`config.mk`:
```
export PLATFORM = sky130hd
export DESIGN_NAME = ats_regbank
export DESIGN_NICKNAME = d
export VERILOG_FILES = /design/src/ats_pkg.sv /design/src/ats_regbank.sv /design/src/ats_swap_timer.sv
export VERILOG_INCLUDE_DIRS = /design/src /design/src/src
export SDC_FILE = /design/constraint.sdc
export NUM_CORES = 1
export LEC_CHECK = 0
export ABC_AREA = 1
export BUFFER_PORTS_ARGS = -buffer_cell sky130_fd_sc_hd__clkbuf_2
export CAP_MARGIN = 20
export CORE_AREA = 5 5 81 83
export CTS_CLUSTER_SIZE = 16
export DETAILED_ROUTE_END_ITERATION = 10
export DIE_AREA = 0 0 86 88
export PLACE_DENSITY = 0.83
export SLEW_MARGIN = 0
export SYNTH_ARGS = -nofsm -noshare
export SYNTH_HDL_FRONTEND = slang
export SYNTH_SLANG_ARGS = --single-unit
```
`constraint.sdc`:
```
create_clock -name clk -period 4.2 [get_ports clk]
set_clock_uncertainty 0.1 [all_clocks]
set_input_delay 0.84 -clock clk [delete_from_list [all_inputs] [get_ports clk]]
set_output_delay 0.84 -clock clk [all_outputs]
set_load 0.01 [all_outputs]
```
`src/ats_regs.svh`:
```
// What this block does
// - Third-input trim: 8-bit RW, fused reset value
// - Fourth-input trim: 8-bit RW, fused reset value
// - Trim reads return factory value after reset
// - Swap overlap lasts four plus twice setting
// - Overlap field bits 4:0, 0..31, reset 8
// - Select delay bits 4:0, reset 7
// - Select delay applies only during swaps
// - Dither control: three bits, reset zero
// - Bit 0 enables dither injection and subtraction
// - Bit 1 selects large dither amplitude
// - Bit 2 moves rounding error to offset
`ifndef ATS_REGS_SVH
`define ATS_REGS_SVH
`define ATS_ADDR_TRIM_C 10'h080
`define ATS_ADDR_TRIM_D 10'h081
`define ATS_ADDR_OVERLAP 10'h09a
`define ATS_ADDR_SELDLY 10'h09b
`define ATS_ADDR_DITHER 10'h09d
`define ATS_RST_OVERLAP 5'h08
`define ATS_RST_SELDLY 5'h07
`define ATS_RST_DITHER 3'h0
`define ATS_DLY_MSB 4
`define ATS_DITH_ON_BIT 0
`define ATS_DITH_AMP_BIT 1
`define ATS_DITH_ERR_BIT 2
`define ATS_OVERLAP_BASE 7'h04
`endif

```
`src/ats_pkg.sv`:
```
package ats_pkg;
    typedef struct packed {
        logic roundingErrorSelect;
        logic ditherAmplitudeSelect;
        logic ditherOn;
    } ats_dither_t;
    typedef enum logic [1:0] {SW_IDLE, SW_OVERLAP, SW_STEER} ats_swap_t;
endpackage : ats_pkg

```
`src/ats_regbank.sv`:
```
`timescale 1ns/100ps
`default_nettype none
`include "ats_regs.svh"
module ats_regbank (
    input wire logic clk, // Core clock, 10 MHz
    input wire logic arst_n, // Async reset
    input wire logic [9:0] regAddr, // Register address
    input wire logic [7:0] regWdata, // Write data
    input wire logic regWr, // Write strobe
    input wire logic regRd, // Read strobe
    output logic [7:0] regRdata, // Read data, cycle after strobe
    input wire logic [7:0] fuseTrimC, // Fused trim, third input
    input wire logic [7:0] fuseTrimD, // Fused trim, fourth input
    input wire logic fuseValid, // Fuse values ready
    input wire logic swapStart, // Background swap request
    input wire logic selRequest, // Undelayed steering select
    output logic [7:0] inputCTermTrim, // Third-input trim
    output logic [7:0] inputDTermTrim, // Fourth-input trim
    output ats_pkg::ats_dither_t ditherCtrl, // Dither controls
    output logic bothSampling, // Both cores sampling
    output logic steerSelect, // Steering select
    output logic swapBusy // Swap in progress
);
    logic [4:0] overlap_q;
    logic [4:0] selDelay_q;
    logic fuseDone_q;
    logic fuseSync1_q;
    logic fuseSync2_q;

    function automatic logic hit(input logic [9:0] a, input logic [9:0] b);
        hit = (a == b);
    endfunction : hit

    // --------------------------------
    // Fuse load, once after reset
    // --------------------------------
    always_ff @(posedge clk or negedge arst_n) begin
        if (!arst_n) begin
            fuseSync1_q <= 1'b0;
            fuseSync2_q <= 1'b0;
        end else begin
            fuseSync1_q <= fuseValid;
            fuseSync2_q <= fuseSync1_q;
        end
    end

    always_ff @(posedge clk or negedge arst_n) begin
        if (!arst_n) begin
            fuseDone_q <= 1'b0;
            inputCTermTrim <= 8'h00;
            inputDTermTrim <= 8'h00;
        end else begin
            // Fuse copy taken after reset release; a software write beats it
            if (regWr && hit(regAddr, `ATS_ADDR_TRIM_C)) begin
                inputCTermTrim <= regWdata;
            end else if (!fuseDone_q && fuseSync2_q) begin
                inputCTermTrim <= fuseTrimC;
            end
            if (regWr && hit(regAddr, `ATS_ADDR_TRIM_D)) begin
                inputDTermTrim <= regWdata;
            end else if (!fuseDone_q && fuseSync2_q) begin
                inputDTermTrim <= fuseTrimD;
            end
            if (fuseSync2_q) begin
                fuseDone_q <= 1'b1;
            end
        end
    end

    // --------------------------------
    // Delay and dither registers
    // --------------------------------
    always_ff @(posedge clk or negedge arst_n) begin
        if (!arst_n) begin
            overlap_q <= `ATS_RST_OVERLAP;
            selDelay_q <= `ATS_RST_SELDLY;
            ditherCtrl <= `ATS_RST_DITHER;
        end else if (regWr) begin
            // Reserved upper bits are not stored and read as zero
            if (hit(regAddr, `ATS_ADDR_OVERLAP)) begin
                overlap_q <= regWdata[`ATS_DLY_MSB:0];
            end else if (hit(regAddr, `ATS_ADDR_SELDLY)) begin
                selDelay_q <= regWdata[`ATS_DLY_MSB:0];
            end else if (hit(regAddr, `ATS_ADDR_DITHER)) begin
                ditherCtrl.ditherOn <= regWdata[`ATS_DITH_ON_BIT];
                ditherCtrl.ditherAmplitudeSelect <= regWdata[`ATS_DITH_AMP_BIT];
                ditherCtrl.roundingErrorSelect <= regWdata[`ATS_DITH_ERR_BIT];
            end
        end
    end

    // --------------------------------
    // Read port
    // --------------------------------
    always_ff @(posedge clk or negedge arst_n) begin
        if (!arst_n) begin
            regRdata <= 8'h00;
        end else if (regRd) begin
            if (hit(regAddr, `ATS_ADDR_TRIM_C)) begin
                regRdata <= inputCTermTrim;
            end else if (hit(regAddr, `ATS_ADDR_TRIM_D)) begin
                regRdata <= inputDTermTrim;
            end else if (hit(regAddr, `ATS_ADDR_OVERLAP)) begin
                regRdata <= {3'h0, overlap_q};
            end else if (hit(regAddr, `ATS_ADDR_SELDLY)) begin
                regRdata <= {3'h0, selDelay_q};
            end else if (hit(regAddr, `ATS_ADDR_DITHER)) begin
                regRdata <= {5'h00, ditherCtrl};
            end else begin
                regRdata <= 8'h00;
            end
        end else begin
            regRdata <= 8'h00;
        end
    end

    ats_swap_timer uTimer (
        .clk(clk),
        .arst_n(arst_n),
        .swapStart(swapStart),
        .overlapSet(overlap_q),
        .selDelaySet(selDelay_q),
        .selRequest(selRequest),
        .bothSampling(bothSampling),
        .steerSelect(steerSelect),
        .swapBusy(swapBusy)
    );
endmodule : ats_regbank
`default_nettype wire

```
`src/ats_swap_timer.sv`:
```
`timescale 1ns/100ps
`default_nettype none
`include "ats_regs.svh"
module ats_swap_timer (
    input wire logic clk, // Core clock
    input wire logic arst_n, // Async reset
    input wire logic swapStart, // Begin a background swap
    input wire logic [4:0] overlapSet, // Overlap setting
    input wire logic [4:0] selDelaySet, // Select delay setting
    input wire logic selRequest, // Undelayed steering select
    output logic bothSampling, // Both cores sample same input
    output logic steerSelect, // Delayed steering select
    output logic swapBusy // Swap in progress
);
    ats_pkg::ats_swap_t state_q;
    logic [6:0] count_q;
    logic [4:0] selDly_q;
    logic selLatched_q;

    // --------------------------------
    // Swap sequencing
    // --------------------------------
    always_ff @(posedge clk or negedge arst_n) begin
        if (!arst_n) begin
            state_q <= ats_pkg::SW_IDLE;
            count_q <= 7'h00;
            selDly_q <= 5'h00;
            bothSampling <= 1'b0;
            swapBusy <= 1'b0;
        end else begin
            case (state_q)
                ats_pkg::SW_IDLE: begin
                    if (swapStart) begin
                        // Settings captured here so later writes wait for next swap
                        count_q <= `ATS_OVERLAP_BASE + {1'b0, overlapSet, 1'b0} - 7'h01;
                        selDly_q <= selDelaySet;
                        bothSampling <= 1'b1;
                        swapBusy <= 1'b1;
                        state_q <= ats_pkg::SW_OVERLAP;
                    end
                end
                ats_pkg::SW_OVERLAP: begin
                    if (count_q == 7'h00) begin
                        bothSampling <= 1'b0;
                        count_q <= {2'h0, selDly_q};
                        state_q <= ats_pkg::SW_STEER;
                    end else begin
                        count_q <= count_q - 7'h01;
                    end
                end
                ats_pkg::SW_STEER: begin
                    if (count_q == 7'h00) begin
                        swapBusy <= 1'b0;
                        state_q <= ats_pkg::SW_IDLE;
                    end else begin
                        count_q <= count_q - 7'h01;
                    end
                end
                default: state_q <= ats_pkg::SW_IDLE;
            endcase
        end
    end

    // --------------------------------
    // Steering select
    // --------------------------------
    always_ff @(posedge clk or negedge arst_n) begin
        if (!arst_n) begin
            selLatched_q <= 1'b0;
            steerSelect <= 1'b0;
        end else begin
            if (state_q == ats_pkg::SW_IDLE && !swapStart) begin
                steerSelect <= selRequest;
            end else if (state_q == ats_pkg::SW_OVERLAP) begin
                selLatched_q <= selRequest;
            end else if (state_q == ats_pkg::SW_STEER && count_q == 7'h00) begin
                steerSelect <= selLatched_q;
            end
        end
    end
endmodule : ats_swap_timer
`default_nettype wire

```
# Word level (Yosys, flattened, before mapping)
# Index checks and enable logic that the tools add are counted.
# word_totals
reg_bits	58
input_bits	41
out_inout_bits	30
# op_classes
add_sub_neg	3
eq_ne	12
muxes	25
bitwise	3
n_reduce_logical	25
# op_table
op	count
two-way mux 8 bit	7
== test 10 x 8 -> 1 bit, second input constant	5
two-way mux 7 bit	3
one-hot mux 7 bit (3 select lines)	1
AND reduction 3 bit	5
subtractor 7 x 1 -> 7 bit, second input constant	2
two-way mux 5 bit	2
nonzero test 2 bit	5
AND reduction 2 bit	4
adder 3 x 6 -> 7 bit, first input constant	1
zero test 7 bit	1
two-way mux 2 bit	3
!= test 2 x 1 -> 1 bit, second input constant	3
one-hot mux 2 bit (3 select lines)	1
logical AND 1 bit	5
two-way mux 1 bit	5
!= test 2 bit, second input constant	2
one-hot mux 1 bit (2 select lines)	2
AND reduction 4 bit	1
two-way mux 3 bit	1
NOT 1 bit	3
nonzero test 3 bit	1
== test 2 x 1 -> 1 bit, second input constant	1
== test 2 bit, second input constant	1
2 further kinds	3

# Logic depth before layout (Yosys ltp)
# Gate-level depths: netlist of run 1.
# depth
word_depth	7
mapped_depth	11
depth_no_buf	11

# Hierarchy
# From an unflattened synthesis of run 1, not the netlist that was laid out.
# hier_totals
cells_unflattened	446
hier_area_um2	3352.0
# modules_own_cells
module	instances	cells_per_inst	area_each_um2	seq_area_each_um2
ats_regbank	1	270	2147.1	1006.0
ats_swap_timer	1	176	1204.9	450.4

# Worst setup path before layout of run 1
# Ideal clock, no wire load.
# synth_path
path_kind	input to register
startpoint	input port regAddr[5]
endpoint	register ditherCtrl[0] (netlist name)
setup_ns	0.121
arrival_time_ns	1.678
t_required_ns	3.979
slack_ns	2.301
path_stages	7
path_buffers	1
cell_sequence	inv_1 nand2_1 nor3_4 buf_6 nand4_2 nand2_1 o21ai_1
# synth_via
elab_chain_cells	3
# synth_lines
element	line_no	text
start, declared	ats_regbank.sv:7	input wire logic [9:0] regAddr,
== test 10 x 8 -> 1 bit	ats_regbank.sv:31	hit = (a == b);
NOT 1 bit (no line)	--	
AND reduction 4 bit (no line) *	--	
end signal, assigned	ats_regbank.sv:77	ditherCtrl <= `ATS_RST_DITHER;
end, declared	ats_regbank.sv:19	output ats_pkg::ats_dither_t ditherCtrl,
# Mark *: on every way between the ends. The rest lies on a longest branch, timed or not.
# A chain may end at the register's enable or synchronous reset.

# Final worst setup path of run 1
# layout_path
startpoint	register fuseDone_q
endpoint	register inputCTermTrim[7]
# layout_via
elab_chain_cells	3
# layout_lines
element	line_no	text
start, declared	ats_regbank.sv:26	logic fuseDone_q;
start signal, assigned	ats_regbank.sv:49	fuseDone_q <= 1'b0;
start signal, assigned	ats_regbank.sv:65	fuseDone_q <= 1'b1;
zero test 1 bit	ats_regbank.sv:56	end else if (!fuseDone_q && fuseSync2_q) begin
logical AND 1 bit	ats_regbank.sv:56	
nonzero test 2 bit (no line)	--	
end signal, assigned	ats_regbank.sv:55	inputCTermTrim <= regWdata;
end signal, assigned	ats_regbank.sv:57	inputCTermTrim <= fuseTrimC;
end, declared	ats_regbank.sv:17	output logic [7:0] inputCTermTrim,
# Every way passes these cells.

==> results.py, run 1 <==
metrics = {
    "logic_synthesis": {
        "yosysTopAreaCellShare_pct": 41.4,
        "syn-num-nets": 462,
        "synth_top_family_by_area": "simple AND/OR/NAND/NOR gates",
        "yosys.area_share.xor_xnor_pct": 0.805,
        "synth-seq-cells": 58,
        "synth_top_flop_cell": "dfrtp_1",
        "synth_top_area_cell": "dfrtp_1",
        "synth.cell_area_mm2": 0.00326,
        "synthMuxAreaShare_pct": 0.690,
        "synthCells": 414,
        "synthAdderAreaFrac_pct": 2.68,
        "synthSimpleGateAreaFrac_pct": 32.8,
        "ys_types": 39,
        "synth_area_leaders": "dfrtp_1 (41%), nand2_1 (13%), nand3_1 (8.6%)",
        "avgSynthCellArea_um2": 7.88,
        "async_flop_share_pct": 100,
        "yosys_warnings": 0,
        "synth-edff-count": 0,
        "yosysSeqAreaShare_pct": 44.6,
        "synth_compound_area_share_pct": 10.8,
    },
    "clocking": {
        "postCtsHoldBufs": 0,
        "h-tree-depth": 3,
        "post_cts_buffers": 0,
        "clk_latency_ns": 0.34,
        "numCtsBuffers": 9,
        "cts_sinks": 58,
        "cts_tree": "done",
        "clock_path_buffers": 2,
        "cts_resized": 0,
        "clk_transition_reported_paths_ns": 0.07,
        "root_buffer": "clkbuf_8",
    },
    "sta": {
        "whs_ns": 0.260,
        "worstMarginPinSlew_ns": 0.758,
        "fmax_mhz": 513,
        "finalWorstSetupSlack_ns": 2.25,
        "min_period_ns": 1.95,
        "finalHoldViolCount": 0,
        "slew_headroom_pct": 49.4,
        "final_max_slew_viol_count": 0,
        "rsz0062_at_grt": "false",
        "setup_tns_ns": 0,
        "setup_viol": 0,
        "period_share_pct": 46.4,
    },
    "hold_path": {
        "hp-class": "flop to flop",
        "worstHoldStart": "fuseSync1_q$_DFF_PN0_",
        "hold_end": "fuseSync2_q$_DFF_PN0_",
        "min_delay_path_depth": 0,
    },
    "floorplanning": {
        "io_pins": 71,
        "rows": 28,
        "die-area_mm2": 0.00757,
        "die_x_um": 86,
        "coreArea_mm2": 0.00578,
        "die_y_um": 88,
        "start_util_pct": 56.5,
    },
    "grt": {
        "grt_pass1_wl_um": 13500,
        "antenna_found_initial": 0,
        "track_usage_pct": 22.5,
        "grt_pass1_vias": 2932,
        "grt_overflow": 0,
        "grt_start_max_net_pins": 41,
    },
    "detailed_routing": {
        "wl_um": 7900,
        "drt-initial-drc-count": 160,
        "ant_nets": 0,
        "post-route-drc-count": 0,
        "post_drt_via_cell_ratio": 5.30,
        "vias": 3026,
        "avgRoutedWirePerCell_um": 13.8,
        "dr.pass1.iters": 4,
    },
    "worst_setup_path": {
        "worstReg2RegEnd": "inputCTermTrim[7]$_DFFE_PN0P_",
        "required_ns": 4.33,
        "r2r-start": "fuseDone_q$_DFFE_PN0P_",
        "cp-start-kind": "flop",
        "crit_type": "flop to flop",
        "crit_arrival_ns": 2.08,
        "worst_setup_path_end_kind": "flop",
        "reg2reg_slack_ns": 2.25,
        "path_max_fanout": 18,
        "rr_worst_depth": 8,
    },
    "place": {
        "dpl_worst_slack_ns": 1.97,
        "io_buffers": 70,
        "placed_cell_area_mm2": 0.00368,
        "finalWeightedCongestion": 0.882,
        "hpwl_um": 5940,
    },
    "status": {
        "status": "finished, final reports clean",
    },
    "finish": {
        "fin_area_mm2": 0.00392,
        "n_fill_cell": 476,
        "diodes": 0,
        "drive_gt1_share_pct": 25.6,
        "final_cell_mix": "nand2_1 (109), clkbuf_2 (70), nand3_1 (56), dfrtp_1 (54), inv_1 (49)",
        "nets": 539,
        "final_common_cell": "nand2_1",
        "area_growth_pct": 20.1,
    },
    "pwr": {
        "leakage_uw": 0.00208,
        "peakVddDrop_mv": 0.203,
        "p_per_area_mw_per_mm2": 330,
    },
    "job": {
        "maxCapViolations": 0,
    },
}
Yosys cell counts, drive strengths merged, types with 2 or more instances:
master,instances
mux2,2
nand3b,4
a21oi,17
dfrtp,54
xnor2,2
o21ai,37
nor2,31
ha,7
or2,3
nand2,117
o211ai,7
clkbuf,3
inv,55
buf,3
dfstp,4
nand3,59
nand4,2
state kept, by name (all words and copies together), names as in the netlist:
name,cells
uTimer.count_q,7
ditherCtrl,3
overlap_q,5
inputDTermTrim,8
fuseDone_q,1
fuseSync2_q,1
inputCTermTrim,8
uTimer.selLatched_q,1
uTimer.state_q,2
selDelay_q,5
uTimer.steerSelect,1
uTimer.bothSampling,1
fuseSync1_q,1
regRdata,8
uTimer.swapBusy,1
uTimer.selDly_q,5
cells by family (layout without fill, tap and decap cells):
logic type               Yosys count  count (layout)
buffers and inverters             62             144
flip-flops                        58              58
XOR/XNOR                           3               3
multiplexers                       2               2
AND/OR/NAND/NOR                  217             217
AO/OA/AOI/OAI                     65              65
adder cells (fa/ha/maj)            7               7
worst max path at each step:
stage,from,depth (start not counted),endpoint
2_1_floorplan,regAddr[5],7,ditherCtrl[0]$_DFFE_PN0P_
3_3_place_gp,regAddr[5],9,inputDTermTrim[2]$_DFFE_PN0P_
3_5_place_dp,regAddr[5],8,selDelay_q[1]$_DFFE_PN1P_
4_1_cts,fuseDone_q$_DFFE_PN0P_,8,inputCTermTrim[7]$_DFFE_PN0P_
5_1_grt,fuseDone_q$_DFFE_PN0P_,8,inputCTermTrim[5]$_DFFE_PN0P_
6_report,fuseDone_q$_DFFE_PN0P_,8,inputCTermTrim[7]$_DFFE_PN0P_
critical path, stage by stage (launching register included):
cell     delay (ns)
dfrtp_1        0.39
nor2_2         0.61
inv_1          0.35
nand2_1        0.13
nand2_1        0.06
inv_1          0.05
nand2_1        0.05
o21ai_1        0.07
inv_1          0.04
final cells by class:
type	instances	area, um^2	share of cell area, %
clock inverter	5	77.6	1.98
sequential	58	1460	37.2
timing repair buffer	72	378	9.64
tap	75	93.8	2.39
clock buffer	11	141	3.61
multi-input combinational	294	1560	39.8
inverter	56	214	5.46
routing by layer:
metal | GRT usage (%) | vias up | routed length [um]
met5 | 0 | - | 0
met4 | 8.20 | 0 | 109
met3 | 6.40 | 12 | 473
met2 | 36.7 | 95 | 3960
met1 | 28.6 | 1419 | 3360
li1 | - | 1500 | -
stage by stage:
step                util (%)  cells  total power, uW
finish                  67.8    571             1300
global route            67.8    571             1350
CTS                     67.4    570             1300
detailed placement      63.7    554              729
global placement        63.7    554              726
floorplan                  -    414              662
power breakdown:
group | total, uW | internal (uW) | leakage, uW | switching [uW]
Sequential | 602 | 582 | 0.000744 | 19.9
Combinational | 120 | 47.8 | 0.00122 | 72.1
Clock | 574 | 348 | 0.000109 | 225
Power figures use the tool's default switching activity.
==> run 2: changes to the inputs <==
CORE_AREA = 5 5 88 90   (was 5 5 81 83)
DIE_AREA = 0 0 93 95   (was 0 0 86 88)
PLACE_DENSITY = 0.75   (was 0.83)
clock period = 1.7 ns   (was 4.2 ns; I/O delays follow)
==> results.py, run 2 (synthesis results as in run 1) <==
metrics = {
    "finish": {
        "final_common_cell": "nand2_1",
        "area_growth_pct": 28.8,
        "drive_gt1_share_pct": 29.8,
        "reg.largest.list": "inputCTermTrim (8), inputDTermTrim (8), regRdata (8)",
        "nets": 557,
        "seq_area_mm2": 0.00146,
        "n_fill_cell": 596,
        "diodes": 0,
        "multiInputGateArea_mm2": 0.00162,
        "stdcell_count": 596,
        "final_cell_mix": "nand2_1 (107), clkbuf_2 (70), nand3_1 (56), dfrtp_1 (54), inv_1 (45)",
    },
    "detailed_routing": {
        "avgRoutedWirePerCell_um": 13.6,
        "drt-initial-drc-count": 119,
        "post-route-drc-count": 0,
        "vias": 3052,
        "wl_um": 8120,
        "post_drt_via_cell_ratio": 5.12,
        "ant_nets": 0,
        "dr.pass1.iters": 4,
    },
    "place": {
        "io_buffers": 70,
        "place_inst": 576,
        "finalWeightedCongestion": 0.840,
        "hpwl_um": 6310,
    },
    "worst_setup_path": {
        "worstReg2RegEnd": "uTimer.count_q[1]$_DFFE_PN0P_",
        "crit_family": "simple AND/OR/NAND/NOR gates",
        "r2r-start": "uTimer.count_q[1]$_DFFE_PN0P_",
        "slowest_stage": "dfrtp_1",
        "rr_worst_depth": 10,
        "cp_cell_sequence": "inv_2, ha_4, nand2_4, nor2_4, nand3_2, nand3b_4, buf_12, a21oi_1, o21ai_1, nand2_1",
        "crit_type": "flop to flop",
        "required_ns": 1.83,
        "worst_setup_path_end_kind": "flop",
        "crit_path_max_incr_delay_ns": 0.41,
        "reg2reg_slack_ns": 0.08,
        "path_max_fanout": 5,
        "worst-path-buf-inv": 2,
        "cp-start-kind": "flop",
        "crit_arrival_ns": 1.74,
    },
    "pwr": {
        "seq_power_share_pct": 43.8,
        "p_int_uw": 2610,
        "leakage_uw": 0.00219,
        "pwr-share-comb_pct": 9.1,
        "fin_total_pwr_uw": 3390,
        "p_sw_share_pct": 23.0,
        "p_per_area_mw_per_mm2": 808,
        "switching_power_uw": 781,
        "peakVddDrop_mv": 0.384,
        "clkPwrFrac_pct": 47.1,
    },
    "status": {
        "status": "finished, final reports clean",
    },
    "floorplanning": {
        "rows": 31,
        "io_pins": 71,
        "die_x_um": 93,
        "start_util_pct": 46.7,
        "die_y_um": 95,
        "coreArea_mm2": 0.00698,
        "die-area_mm2": 0.00884,
    },
    "hold_path": {
        "worstHoldStart": "regWdata[5]",
        "hold_end": "inputCTermTrim[5]$_DFFE_PN0P_",
        "min_delay_path_depth": 3,
        "hp-class": "primary input to flop",
    },
    "grt": {
        "grt_pass1_vias": 3076,
        "antenna_found_initial": 0,
        "grt_overflow": 0,
        "grt_start_max_net_pins": 18,
        "grt_pass1_wl_um": 13800,
        "track_usage_pct": 19.6,
    },
    "sta": {
        "setup_viol": 0,
        "slew_headroom_pct": 77.4,
        "fmax_mhz": 618,
        "final_max_slew_viol_count": 0,
        "worstMarginPinSlew_ns": 0.339,
        "finalHoldViolCount": 0,
        "period_share_pct": 95.1,
        "min_period_ns": 1.62,
    },
    "clocking": {
        "clock_path_buffers": 2,
        "root_buffer": "clkbuf_8",
        "clk_transition_reported_paths_ns": 0.07,
        "numCtsBuffers": 9,
        "cts_sinks": 58,
        "h-tree-depth": 3,
        "cts_tree": "done",
        "clk_latency_ns": 0.33,
    },
    "job": {
        "maxCapViolations": 0,
    },
}
[run 2: cell types whose count changed in the layout (fill, tap and decap cells not counted), moves of 2 or more]
cell and change:
inv_1 -4, buf_4 +13, ha_1 -2, nand2_1 -2, nand2_4 +3, dlygate4sd3_1 +2, buf_12 +2, inv_2 +4
ha_4 +2
[run 2: layer usage]
metal  global-route usage (%)  vias to the layer above  part of all wire (%)
li1                         -                     1537                     -
met1                     25.1                     1412                    46
met2                     32.5                       84                    48
met3                     5.02                       19                   4.3
met4                     6.35                        0                   1.8
met5                        0                        -                     0
[run 2: cell type report]
| cell class | count | area share, % |
|---|---|---|
| clock buffers | 11 | 3.60 |
| clock inverters | 5 | 2.38 |
| inverters | 56 | 5.09 |
| multi-input cells | 294 | 38.5 |
| flip-flops and latches | 58 | 34.6 |
| well taps | 82 | 2.44 |
| repair buffers | 90 | 13.3 |
[run 2: repair_timing]
| item | in CTS | in global routing |
|---|---|---|
| hold buffers | 2 | 0 |
| resized for setup | 0 | 16 |
| setup buffers | 0 | 1 |
| endpoints found under the setup margin | 0 | 12 |
| endpoints found under the hold margin | 5 | 0 |
[run 2: worst max-delay path by stage]
stage	start	end	slack [ns]	cells past startpoint
floorplan	uTimer.count_q[0]$_DFFE_PN0P_	uTimer.count_q[2]$_DFFE_PN0P_	0.11	11
global placement	uTimer.count_q[0]$_DFFE_PN0P_	uTimer.count_q[2]$_DFFE_PN0P_	0.08	11
detailed placement	uTimer.count_q[0]$_DFFE_PN0P_	uTimer.count_q[2]$_DFFE_PN0P_	0.04	11
CTS	uTimer.count_q[0]$_DFFE_PN0P_	uTimer.count_q[2]$_DFFE_PN0P_	0.03	11
global route	uTimer.state_q[0]$_DFFE_PN0P_	uTimer.count_q[6]$_DFFE_PN0P_	-0.03	8
finish	uTimer.count_q[1]$_DFFE_PN0P_	uTimer.count_q[1]$_DFFE_PN0P_	0.08	10
[run 2: metrics by stage]
stage / cell area, um^2 / TNS, ns / util, % / setup slack, ns / hold WS [ns]
final: 4200 / 0 / 60.2 / 0.0826 / 0.133
after global routing: 4200 / -0.0521 / 60.2 / -0.0262 / 0.137
after CTS: 4110 / 0 / 58.9 / 0.0302 / 0.123
after detailed placement: 3840 / 0 / 55.0 / 0.0401 / 0.145
after global placement: 3840 / 0 / 55.0 / 0.0818 / 0.139
after floorplan: 3260 / 0 / - / 0.105 / -0.0556
[run 2: worst reg2reg max path: stages, from the launching register on]
cell      delay (ns)
dfrtp_1         0.41
inv_2           0.08
ha_4            0.15
nand2_4         0.06
nor2_4          0.16
nand3_2         0.12
nand3b_4        0.14
buf_12          0.12
a21oi_1         0.04
o21ai_1         0.08
nand2_1         0.06
[run 2: power by group through the flow]
stage | registers, uW | logic (uW) | clock network [uW]
6_report | 1490 | 309 | 1600
5_1_grt | 1490 | 352 | 1690
4_1_cts | 1490 | 313 | 1620
3_5_place_dp | 1510 | 309 | 0
3_3_place_gp | 1510 | 300 | 0
2_1_floorplan | 1520 | 113 | 0
